$ cat config.mk
export PLATFORM = sky130hd
export DESIGN_NAME = ext_irq_config_priority
export DESIGN_NICKNAME = d
export VERILOG_FILES = /design/src/inc/ext_irq_pkg.sv /design/src/rtl/ext_irq_config_priority.sv /design/src/rtl/pin_sync.sv /design/src/rtl/irq_detect.sv
export SDC_FILE = /design/constraint.sdc
export NUM_CORES = 1
export LEC_CHECK = 0
export BUFFER_PORTS_ARGS = -buffer_cell sky130_fd_sc_hd__buf_2
export CORE_ASPECT_RATIO = 1.5
export CORE_MARGIN = 5
export CORE_UTILIZATION = 50
export CTS_CLUSTER_DIAMETER = 150
export DETAILED_ROUTE_END_ITERATION = 12
export GPL_ROUTABILITY_DRIVEN = 0
export PLACE_DENSITY = 0.85
export SLEW_MARGIN = 0
export SYNTH_ARGS = -nofsm -noshare
export SYNTH_HDL_FRONTEND = slang
export SYNTH_SLANG_ARGS = --single-unit
$ cat constraint.sdc
create_clock -name clk_in -period 2.9 [get_ports clk_in]
set_clock_uncertainty 0.05 [all_clocks]
set_input_delay 0.145 -clock clk_in [delete_from_list [all_inputs] [get_ports clk_in]]
set_output_delay 0.145 -clock clk_in [all_outputs]
set_load 0.01 [all_outputs]
$ cat src/inc/ext_irq_pkg.sv
package ext_irq_pkg;
	// Register byte addresses: printed offsets are not all multiples of four,
	// so each printed offset is an index and the byte address is four times it
	localparam logic [7:0]  PRIO_HI_IDX      = 8'h86;
	localparam logic [7:0]  PRIO_LO_IDX      = 8'hBF;
	localparam logic [7:0]  PIN_CFG_IDX      = 8'hE4;
	localparam logic [7:0]  TIMER_CTRL_IDX   = 8'h88;
	localparam logic [7:0]  IRQ_STATUS_IDX   = 8'hF0;
	localparam logic [7:0]  IRQ_MASK_IDX     = 8'hF1;
	localparam logic [7:0]  VECTOR_ACK_IDX   = 8'hF2;
	localparam int          ADDR_W           = 10;
	localparam logic [9:0]  PRIO_HI_ADDR     = {PRIO_HI_IDX, 2'b00};
	localparam logic [9:0]  PRIO_LO_ADDR     = {PRIO_LO_IDX, 2'b00};
	localparam logic [9:0]  PIN_CFG_ADDR     = {PIN_CFG_IDX, 2'b00};
	localparam logic [9:0]  TIMER_CTRL_ADDR  = {TIMER_CTRL_IDX, 2'b00};
	localparam logic [9:0]  IRQ_STATUS_ADDR  = {IRQ_STATUS_IDX, 2'b00};
	localparam logic [9:0]  IRQ_MASK_ADDR    = {IRQ_MASK_IDX, 2'b00};
	localparam logic [9:0]  VECTOR_ACK_ADDR  = {VECTOR_ACK_IDX, 2'b00};
	// Field positions
	localparam int          PRIO_FIELD_W     = 4;
	localparam int          A_SEL_LSB        = 0;
	localparam int          A_POL_BIT        = 3;
	localparam int          B_SEL_LSB        = 4;
	localparam int          B_POL_BIT        = 7;
	localparam int          A_EDGE_BIT       = 0;
	localparam int          A_PEND_BIT       = 1;
	localparam int          B_EDGE_BIT       = 2;
	localparam int          B_PEND_BIT       = 3;
	// Reset values
	localparam logic [7:0]  PRIO_RESET       = 8'h00;
	localparam logic [7:0]  PIN_CFG_RESET    = 8'h01;
	localparam logic [1:0]  EDGE_MODE_RESET  = 2'h0;
	localparam logic [1:0]  STATUS_RESET     = 2'h0;
	localparam logic [1:0]  MASK_RESET       = 2'h0;
endpackage

$ cat src/rtl/ext_irq_config_priority.sv
// The APB slave port was decided locally.
`timescale 1ns/100ps
// What this block does
// - Low priority register holds priority LSBs for four sources, reset zero.
// - High priority register holds matching MSBs; fields pair MSB with LSB.
// - Each external input has a polarity bit: 0 active low, 1 high.
// - Sense mode bit: 1 edge, 0 level; four combinations with polarity.
// - Three-bit pin select per input chooses port-0 pin n.
// - Selected pin is sampled without disturbing any crossbar peripheral.
// - Pending flags sit at bits 1 and 3 of timer control register.
// - Edge mode pending flag clears when the CPU vectors to it.
// - Level mode pending flag follows the active level of the input.
module ext_irq_config_priority
	import ext_irq_pkg::*;
(
	input  wire logic              clk_in,
	input  wire logic              reset_in,
	input  wire logic              psel_in,
	input  wire logic              penable_in,
	input  wire logic              pwrite_in,
	input  wire logic [31:0]       paddr_in,
	input  wire logic [31:0]       pwdata_in,
	output logic      [31:0]       prdata_out,
	output logic                   pready_out,
	output logic                   pslverr_out,
	input  wire logic [7:0]        port0_pins_in,
	input  wire logic [1:0]        vector_ack_in,
	output logic      [1:0]        ext_irq_request_out,
	output logic      [1:0]        tempsense_prio_out,
	output logic      [1:0]        timer5_prio_out,
	output logic      [1:0]        timer4_prio_out,
	output logic      [1:0]        serial1_prio_out,
	output logic                   irq_out
);
	typedef struct packed {
		logic [7:0]  prio_lo;
		logic [7:0]  prio_hi;
		logic [7:0]  pin_cfg;
		logic [1:0]  edge_mode;
		logic [1:0]  status;
		logic [1:0]  mask;
		logic [31:0] rdata;
	} regs_s;
	regs_s state_q;
	regs_s state_d;
	logic [7:0] pins_sync;
	logic [1:0] pending;
	logic [1:0] edge_evt;
	logic       wr_en;
	logic       rd_en;
	logic       addr_ok;
	logic [1:0] sw_ack;
	logic       sel_pin_a;
	logic       sel_pin_b;
	logic [3:0] wr_nibble;

	function automatic logic [1:0] prio_pair(input logic [7:0] hi, input logic [7:0] lo,
			input int idx);
		prio_pair = {hi[idx], lo[idx]};
	endfunction

	// Monitoring only reads the pins, never drives them
	pin_sync u_sync (
		.clk_in   (clk_in),
		.reset_in (reset_in),
		.pins_in  (port0_pins_in),
		.pins_out (pins_sync)
	);

	irq_detect u_det_a (
		.clk_in        (clk_in),
		.reset_in      (reset_in),
		.pins_in       (pins_sync),
		.pin_sel_in    (state_q.pin_cfg[A_SEL_LSB +: 3]),
		.polarity_in   (state_q.pin_cfg[A_POL_BIT]),
		.edge_mode_in  (state_q.edge_mode[0]),
		.vector_ack_in (vector_ack_in[0] | sw_ack[0]),
		.pending_out   (pending[0]),
		.active_out    (),
		.edge_out      (edge_evt[0])
	);

	irq_detect u_det_b (
		.clk_in        (clk_in),
		.reset_in      (reset_in),
		.pins_in       (pins_sync),
		.pin_sel_in    (state_q.pin_cfg[B_SEL_LSB +: 3]),
		.polarity_in   (state_q.pin_cfg[B_POL_BIT]),
		.edge_mode_in  (state_q.edge_mode[1]),
		.vector_ack_in (vector_ack_in[1] | sw_ack[1]),
		.pending_out   (pending[1]),
		.active_out    (),
		.edge_out      (edge_evt[1])
	);

	assign addr_ok = (paddr_in[31:ADDR_W] == '0) &&
		(paddr_in[9:0] == PRIO_HI_ADDR || paddr_in[9:0] == PRIO_LO_ADDR ||
		 paddr_in[9:0] == PIN_CFG_ADDR || paddr_in[9:0] == TIMER_CTRL_ADDR ||
		 paddr_in[9:0] == IRQ_STATUS_ADDR || paddr_in[9:0] == IRQ_MASK_ADDR ||
		 paddr_in[9:0] == VECTOR_ACK_ADDR);
	assign wr_en  = psel_in && penable_in && pwrite_in && addr_ok;
	assign rd_en  = psel_in && !penable_in && !pwrite_in;
	assign sw_ack = (wr_en && paddr_in[9:0] == VECTOR_ACK_ADDR) ? pwdata_in[1:0] : 2'b00;
	assign sel_pin_a = pins_sync[state_q.pin_cfg[A_SEL_LSB +: 3]];
	assign sel_pin_b = pins_sync[state_q.pin_cfg[B_SEL_LSB +: 3]];
	assign wr_nibble = pwdata_in[3:0];

	always_comb begin
		state_d = state_q;
		if (wr_en) begin
			unique case (paddr_in[9:0])
				PRIO_LO_ADDR: state_d.prio_lo = {4'h0, pwdata_in[3:0]};
				PRIO_HI_ADDR: state_d.prio_hi = {4'h0, pwdata_in[3:0]};
				PIN_CFG_ADDR: state_d.pin_cfg = pwdata_in[7:0];
				TIMER_CTRL_ADDR: begin
					state_d.edge_mode = {pwdata_in[B_EDGE_BIT], pwdata_in[A_EDGE_BIT]};
				end
				IRQ_STATUS_ADDR: state_d.status = state_q.status & ~pwdata_in[1:0];
				IRQ_MASK_ADDR: state_d.mask = pwdata_in[1:0];
				default: state_d.rdata = state_q.rdata;
			endcase
		end
		// Set wins over a same-cycle clear
		state_d.status = state_d.status | edge_evt | (pending & ~state_q.edge_mode);
		if (rd_en) begin
			state_d.rdata = 32'h0000_0000;
			unique case (paddr_in[9:0])
				PRIO_LO_ADDR: state_d.rdata = {24'h0, state_q.prio_lo};
				PRIO_HI_ADDR: state_d.rdata = {24'h0, state_q.prio_hi};
				PIN_CFG_ADDR: state_d.rdata = {24'h0, state_q.pin_cfg};
				TIMER_CTRL_ADDR: begin
					state_d.rdata[A_EDGE_BIT] = state_q.edge_mode[0];
					state_d.rdata[A_PEND_BIT] = pending[0];
					state_d.rdata[B_EDGE_BIT] = state_q.edge_mode[1];
					state_d.rdata[B_PEND_BIT] = pending[1];
				end
				IRQ_STATUS_ADDR: state_d.rdata = {30'h0, state_q.status};
				IRQ_MASK_ADDR: state_d.rdata = {30'h0, state_q.mask};
				default: state_d.rdata = 32'h0000_0000;
			endcase
		end
	end

	always_ff @(posedge clk_in) begin
		if (reset_in) begin
			state_q.prio_lo   <= PRIO_RESET;
			state_q.prio_hi   <= PRIO_RESET;
			state_q.pin_cfg   <= PIN_CFG_RESET;
			state_q.edge_mode <= EDGE_MODE_RESET;
			state_q.status    <= STATUS_RESET;
			state_q.mask      <= MASK_RESET;
			state_q.rdata     <= 32'h0000_0000;
		end else begin
			state_q <= state_d;
		end
	end

	assign pready_out          = 1'b1;
	assign pslverr_out         = psel_in && penable_in && !addr_ok;
	assign prdata_out          = state_q.rdata;
	assign ext_irq_request_out = pending;
	assign tempsense_prio_out  = prio_pair(state_q.prio_hi, state_q.prio_lo, 3);
	assign timer5_prio_out     = prio_pair(state_q.prio_hi, state_q.prio_lo, 2);
	assign timer4_prio_out     = prio_pair(state_q.prio_hi, state_q.prio_lo, 1);
	assign serial1_prio_out    = prio_pair(state_q.prio_hi, state_q.prio_lo, 0);
	assign irq_out             = |(state_q.status & state_q.mask);

	prio_reset_a: assert property (@(posedge clk_in)
		$past(reset_in) |-> state_q.prio_lo == 8'h00 && state_q.prio_hi == 8'h00)
		else $error("priority not cleared by reset");
	prio_reserved_a: assert property (@(posedge clk_in) disable iff (reset_in)
		state_q.prio_lo[7:4] == 4'h0 && state_q.prio_hi[7:4] == 4'h0)
		else $error("reserved priority bits set");
	prio_pair_a: assert property (@(posedge clk_in) disable iff (reset_in)
		timer5_prio_out == {state_q.prio_hi[2], state_q.prio_lo[2]})
		else $error("priority field misformed");
	level_follow_a: assert property (@(posedge clk_in) disable iff (reset_in)
		!$past(reset_in) && !state_q.edge_mode[0] && $stable(state_q.pin_cfg)
		&& $stable(state_q.edge_mode) |-> pending[0] ==
		($past(sel_pin_a) ~^ state_q.pin_cfg[A_POL_BIT]))
		else $error("level pending does not follow pin");
	level_follow_b_a: assert property (@(posedge clk_in) disable iff (reset_in)
		!$past(reset_in) && !state_q.edge_mode[1] && $stable(state_q.pin_cfg)
		&& $stable(state_q.edge_mode) |-> pending[1] ==
		($past(sel_pin_b) ~^ state_q.pin_cfg[B_POL_BIT]))
		else $error("second level pending does not follow pin");
	cfg_reset_a: assert property (@(posedge clk_in)
		$past(reset_in) |-> state_q.pin_cfg == PIN_CFG_RESET && state_q.edge_mode == EDGE_MODE_RESET
		&& state_q.status == STATUS_RESET && state_q.mask == MASK_RESET)
		else $error("configuration not reset");
	edge_set_first_a: assert property (@(posedge clk_in) disable iff (reset_in)
		edge_evt[0] |=> pending[0])
		else $error("first edge did not set pending");
	edge_rise_only_a: assert property (@(posedge clk_in) disable iff (reset_in)
		!$past(reset_in) && state_q.edge_mode[0] && $stable(state_q.edge_mode)
		&& $rose(pending[0]) |-> $past(edge_evt[0]))
		else $error("edge pending set without edge");
	edge_clear_b_a: assert property (@(posedge clk_in) disable iff (reset_in)
		state_q.edge_mode[1] && vector_ack_in[1] && !edge_evt[1]
		##1 state_q.edge_mode[1] |-> !pending[1])
		else $error("second vector did not clear pending");
	sw_ack_clear_a: assert property (@(posedge clk_in) disable iff (reset_in)
		wr_en && paddr_in[9:0] == VECTOR_ACK_ADDR && pwdata_in[1] && state_q.edge_mode[1]
		&& !edge_evt[1] ##1 state_q.edge_mode[1] |-> !pending[1])
		else $error("software ack did not clear pending");
	pend_readback_a: assert property (@(posedge clk_in) disable iff (reset_in)
		rd_en && paddr_in[9:0] == TIMER_CTRL_ADDR |=> prdata_out[A_PEND_BIT] == $past(pending[0])
		&& prdata_out[B_PEND_BIT] == $past(pending[1]))
		else $error("pending flags misplaced in read");
	prio_lo_write_a: assert property (@(posedge clk_in) disable iff (reset_in)
		wr_en && paddr_in[9:0] == PRIO_LO_ADDR |=> {tempsense_prio_out[0], timer5_prio_out[0],
		timer4_prio_out[0], serial1_prio_out[0]} == $past(wr_nibble))
		else $error("low priority write lost");
	prio_hi_write_a: assert property (@(posedge clk_in) disable iff (reset_in)
		wr_en && paddr_in[9:0] == PRIO_HI_ADDR |=> {tempsense_prio_out[1], timer5_prio_out[1],
		timer4_prio_out[1], serial1_prio_out[1]} == $past(wr_nibble))
		else $error("high priority write lost");
	status_w1c_a: assert property (@(posedge clk_in) disable iff (reset_in)
		wr_en && paddr_in[9:0] == IRQ_STATUS_ADDR && pwdata_in[0] && !edge_evt[0]
		&& (state_q.edge_mode[0] || !pending[0]) |=> !state_q.status[0])
		else $error("status bit not cleared");
	edge_set_a: assert property (@(posedge clk_in) disable iff (reset_in)
		edge_evt[1] |=> pending[1])
		else $error("edge did not set pending");
	edge_clear_a: assert property (@(posedge clk_in) disable iff (reset_in)
		state_q.edge_mode[0] && vector_ack_in[0] && !edge_evt[0]
		&& $stable(state_q.edge_mode) [*1] ##1 state_q.edge_mode[0] |-> !pending[0])
		else $error("vector did not clear pending");
	irq_level_a: assert property (@(posedge clk_in) disable iff (reset_in)
		|(edge_evt & state_q.mask) && !wr_en |=> irq_out)
		else $error("interrupt output wrong");
	sync_delay_a: assert property (@(posedge clk_in) disable iff (reset_in)
		!$past(reset_in) && !$past(reset_in, 2) |-> pins_sync == $past(port0_pins_in, 2))
		else $error("pin sync delay wrong");
	edge_cov: cover property (@(posedge clk_in) disable iff (reset_in) edge_evt[0]);
	ack_cov: cover property (@(posedge clk_in) disable iff (reset_in)
		pending[0] && vector_ack_in[0]);
	irq_cov: cover property (@(posedge clk_in) disable iff (reset_in) irq_out);
	level_cov: cover property (@(posedge clk_in) disable iff (reset_in)
		!state_q.edge_mode[0] && pending[0] && !state_q.pin_cfg[A_POL_BIT]);
	swack_cov: cover property (@(posedge clk_in) disable iff (reset_in) sw_ack[1] && pending[1]);
endmodule // ext_irq_config_priority

$ cat src/rtl/pin_sync.sv
`timescale 1ns/100ps
module pin_sync (
	input  wire logic       clk_in,
	input  wire logic       reset_in,
	input  wire logic [7:0] pins_in,
	output logic      [7:0] pins_out
);
	typedef struct packed {
		logic [7:0] first;
		logic [7:0] second;
	} sync_s;
	sync_s state_q;
	sync_s state_d;
	always_comb begin
		state_d.first  = pins_in;
		state_d.second = state_q.first;
	end
	always_ff @(posedge clk_in) begin
		if (reset_in) begin
			state_q <= '0;
		end else begin
			state_q <= state_d;
		end
	end
	assign pins_out = state_q.second;
endmodule // pin_sync

$ cat src/rtl/irq_detect.sv
`timescale 1ns/100ps
module irq_detect (
	input  wire logic       clk_in,
	input  wire logic       reset_in,
	input  wire logic [7:0] pins_in,
	input  wire logic [2:0] pin_sel_in,
	input  wire logic       polarity_in,
	input  wire logic       edge_mode_in,
	input  wire logic       vector_ack_in,
	output logic            pending_out,
	output logic            active_out,
	output logic            edge_out
);
	typedef struct packed {
		logic last_active;
		logic edge_flag;
	} det_s;
	det_s state_q;
	det_s state_d;
	logic active;
	assign active = pins_in[pin_sel_in] ~^ polarity_in;
	always_comb begin
		state_d             = state_q;
		state_d.last_active = active;
		if (vector_ack_in) begin
			state_d.edge_flag = 1'b0;
		end
		if (edge_mode_in && active && !state_q.last_active) begin
			state_d.edge_flag = 1'b1;
		end
	end
	always_ff @(posedge clk_in) begin
		if (reset_in) begin
			state_q <= '0;
		end else begin
			state_q <= state_d;
		end
	end
	assign pending_out = edge_mode_in ? state_q.edge_flag : state_q.last_active;
	assign active_out  = state_q.last_active;
	assign edge_out    = edge_mode_in && active && !state_q.last_active;
endmodule // irq_detect

==> results_dict.tcl <==
set metrics [dict create \
    status "finished clean" \
    die-height_um 99.1 \
    vias 2176 \
    top_layer "met4" \
    place_inst 395 \
    p_sw_mw 0.334 \
    area_growth_pct 14.9 \
    clockRootBuffer "clkbuf_8" \
    dieArea_um2 6870 \
    synth_edf_count 0 \
    hold_slack_ps 14.3 \
    fmax_mhz 510 \
    whs_endpoint "state_q[45]$_SDFFE_PP0P_" \
    power.share.clock 0.373 \
    rrSetupSlack_ps 980 \
    synth_seq_area_share 0.379 \
    slew_headroom 0.426 \
    ys_ff_latch 50 \
    cts_max_level 2 \
    drtIter0Drc 163 \
    design.portCount 124 \
    wl_per_cell_um 15.3 \
    cap_viol_max_count 0 \
    hold_violations 0 \
    cp_cell_sequence "buf_2, nor4b_2, and4_1, nor4_1, o311a_2, buf_2" \
    rsz0062_at_grt "false" \
    comb_power_share 0.105 \
    fin_crit_sh 0.677 \
    cts_setup_buffers 0 \
    grt_max_degree 51 \
    start_kind "primary input" \
    hold_path.startpoint "pwdata_in[7]" \
    grt_util_all_layers 0.185 \
    hpwl_um 4750 \
    num_antenna_cells 0 \
    postLayoutCoreUtil 0.593 \
    synth_flop_cell "dfxtp_1" \
    finalSetupViolations 0 \
    max_stage_delay_ps 440 \
    crit_path_frequent_cell "buf_2" \
    critPathArrivalTime_ps 1770 \
    most-common-layout-cells "buf_2, dfxtp_1, nor2_1" \
    viasPerCell 5.29 \
    slew_viol_final 0 \
    yosysWarnings 0 \
    layout_commonest_cell "buf_2" \
    syn_area_per_cell_um2 9.48 \
    yosys.area.top_type_share 0.379 \
    syn_inst 279 \
    pwr-share-seq 0.522 \
    regToRegEndpoint "state_q[34]$_SDFF_PP0_" \
    switching_share 0.245 \
    synth_area_um2 2640 \
    wl_met2_um 3270 \
    antenna_found_initial 0 \
    tightest_slew_ps 861 \
    grt_pass1_vias 2259 \
    path_class "primary input to primary output" \
    synth_area_leader_cell "dfxtp_1" \
    leakage_nw 1.24 \
    postRouteAntennaNets 0 \
    wl_met3_um 511 \
    totalWireLength_um 6280 \
    wl_met1_um 2310 \
    firstDrtPassIters 4 \
    cts_tree "built" \
    io_buffers 74 \
    core-area_um2 5120 \
    yosysUniqueCellTypes 44 \
    drc 0 \
    ys_async_sr_fraction 0 \
    reg2reg_depth 5 \
    p_per_area_nw_per_um2 448 \
    r2r-start "state_q[39]$_SDFFE_PP0P_" \
    grt-ovfl-total 0 \
    initial_utilization 0.516 \
    final.min_clock_period_ps 1960 \
    place_ws_ps 749 \
    end_kind "primary output" \
    power.internal_mw 1.03 \
    hold_depth 3 \
    clkLatencyLatePin_ps 320 \
    slowest_stage "nor4b_2" \
    clk_path_buf_depth 2 \
    ir_worst_vdd_v 0.000325 \
    cts_made_buffers 5 \
    final_nets 421 \
    drive_gt1_frac 0.289 \
    hp-class "primary input to flip-flop" \
    setup_slack_ps 938 \
    die_w_um 69.4 \
    crit_required_ps 2710 \
    row_count 32 \
    instances_no_fill 411 \
    clock-sinks 50 \
    grt_pass1_wl_um 10300 \
    clk_pin_slew_worst_paths_ps 100 \
    synth.area.top_cells "dfxtp_1, buf_4, mux2i_1, nor2b_1, nor4_4" \
    crit_fanout 6 \
    tns_ps 0 \
]
[cells in the mapped netlist, types with 2 or more instances]
cell and number:
nand2_1 16, a22oi_1 3, mux2i_1 19, o31ai_1 2
and2_1 3, nor4_4 6, and4_1 3, nor2b_1 25
inv_1 4, nand3b_1 3, a21oi_1 16, o21ai_0 4
conb_1 2, mux4_2 4, nand4_1 3, dfxtp_1 50
a311oi_1 3, nand3_1 9, a31oi_1 3, nor2_1 26
nor4_1 5, clkbuf_1 5, xor2_1 2, buf_4 43
[layout make-up]
class	count	area (um2)
Fill cell	451	2090
Multi-Input combinational cell	199	1370
Sequential cell	50	1000
Timing Repair Buffer	82	450
Tap cell	68	85.1
Clock buffer	5	68.8
Clock inverter	3	48.8
Inverter	4	15.0
[worst max-delay path by stage]
stage / slack, ps / cells past startpoint / end / from
detailed placement: 750 / 6 / state_q[38]$_SDFFE_PP1P_ / paddr_in[20]
global placement: 760 / 6 / state_q[38]$_SDFFE_PP1P_ / paddr_in[3]
floorplan: 1120 / 5 / state_q[38]$_SDFFE_PP1P_ / paddr_in[20]
CTS: 940 / 6 / pslverr_out / paddr_in[2]
global route: 870 / 5 / state_q[34]$_SDFF_PP0_ / state_q[39]$_SDFFE_PP0P_
finish: 940 / 6 / pslverr_out / paddr_in[2]
[sequential cells by signal, summed over array words and instances (netlist names), 2 cells and up]
register,flops
tempsense_prio_out,2
state_q,14
timer5_prio_out,2
u_sync.state_d,8
timer4_prio_out,2
prdata_out,8
serial1_prio_out,2
u_sync.pins_out,8
[worst max-delay path: cells and delay by family]
kind / cells / cell delay (ps)
and+or+nand+nor: 3 / 950
AOI/OAI and AO/OA: 1 / 390
buffers and inverters: 2 / 280
[power by group through the flow]
stage               clock network [mW]  registers [mW]  logic [mW]
finish                           0.508           0.710       0.142
global route                     0.546           0.712       0.158
CTS                              0.520           0.710       0.142
detailed placement                   0           0.726       0.133
global placement                     0           0.725       0.128
floorplan                            0           0.724      0.0984
[metal layers]
layer | track usage | vias up
met4 | 0.0932 | 0
met2 | 0.334 | 103
met3 | 0.0633 | 17
met1 | 0.188 | 1005
li1 | - | 1051
met5 | 0 | -
[what timing repair did]
item / 4_1_cts / 5_1_grt
setup endpoints to repair: 0 / 0
hold endpoints to repair: 8 / 0
resized for setup: 0 / 0
hold buffers: 8 / 0
[logic make-up after synthesis]
kind of cell / synth area share
XOR/XNOR: 0.00663
flip-flops: 0.379
buffers and inverters: 0.136
multiplexers: 0.106
other: 0.00284
AND/OR/NAND/NOR: 0.273
AO/OA/AOI/OAI: 0.0966
[per-stage QoR]
stage                     instance area, um2  power [mW]
after floorplan                         2730       0.822
after global placement                  2840       0.854
after detailed placement                2840       0.859
after CTS                               3040        1.37
after global routing                    3040        1.42
final                                   3040        1.36
(Power assumes the default switching activity.)
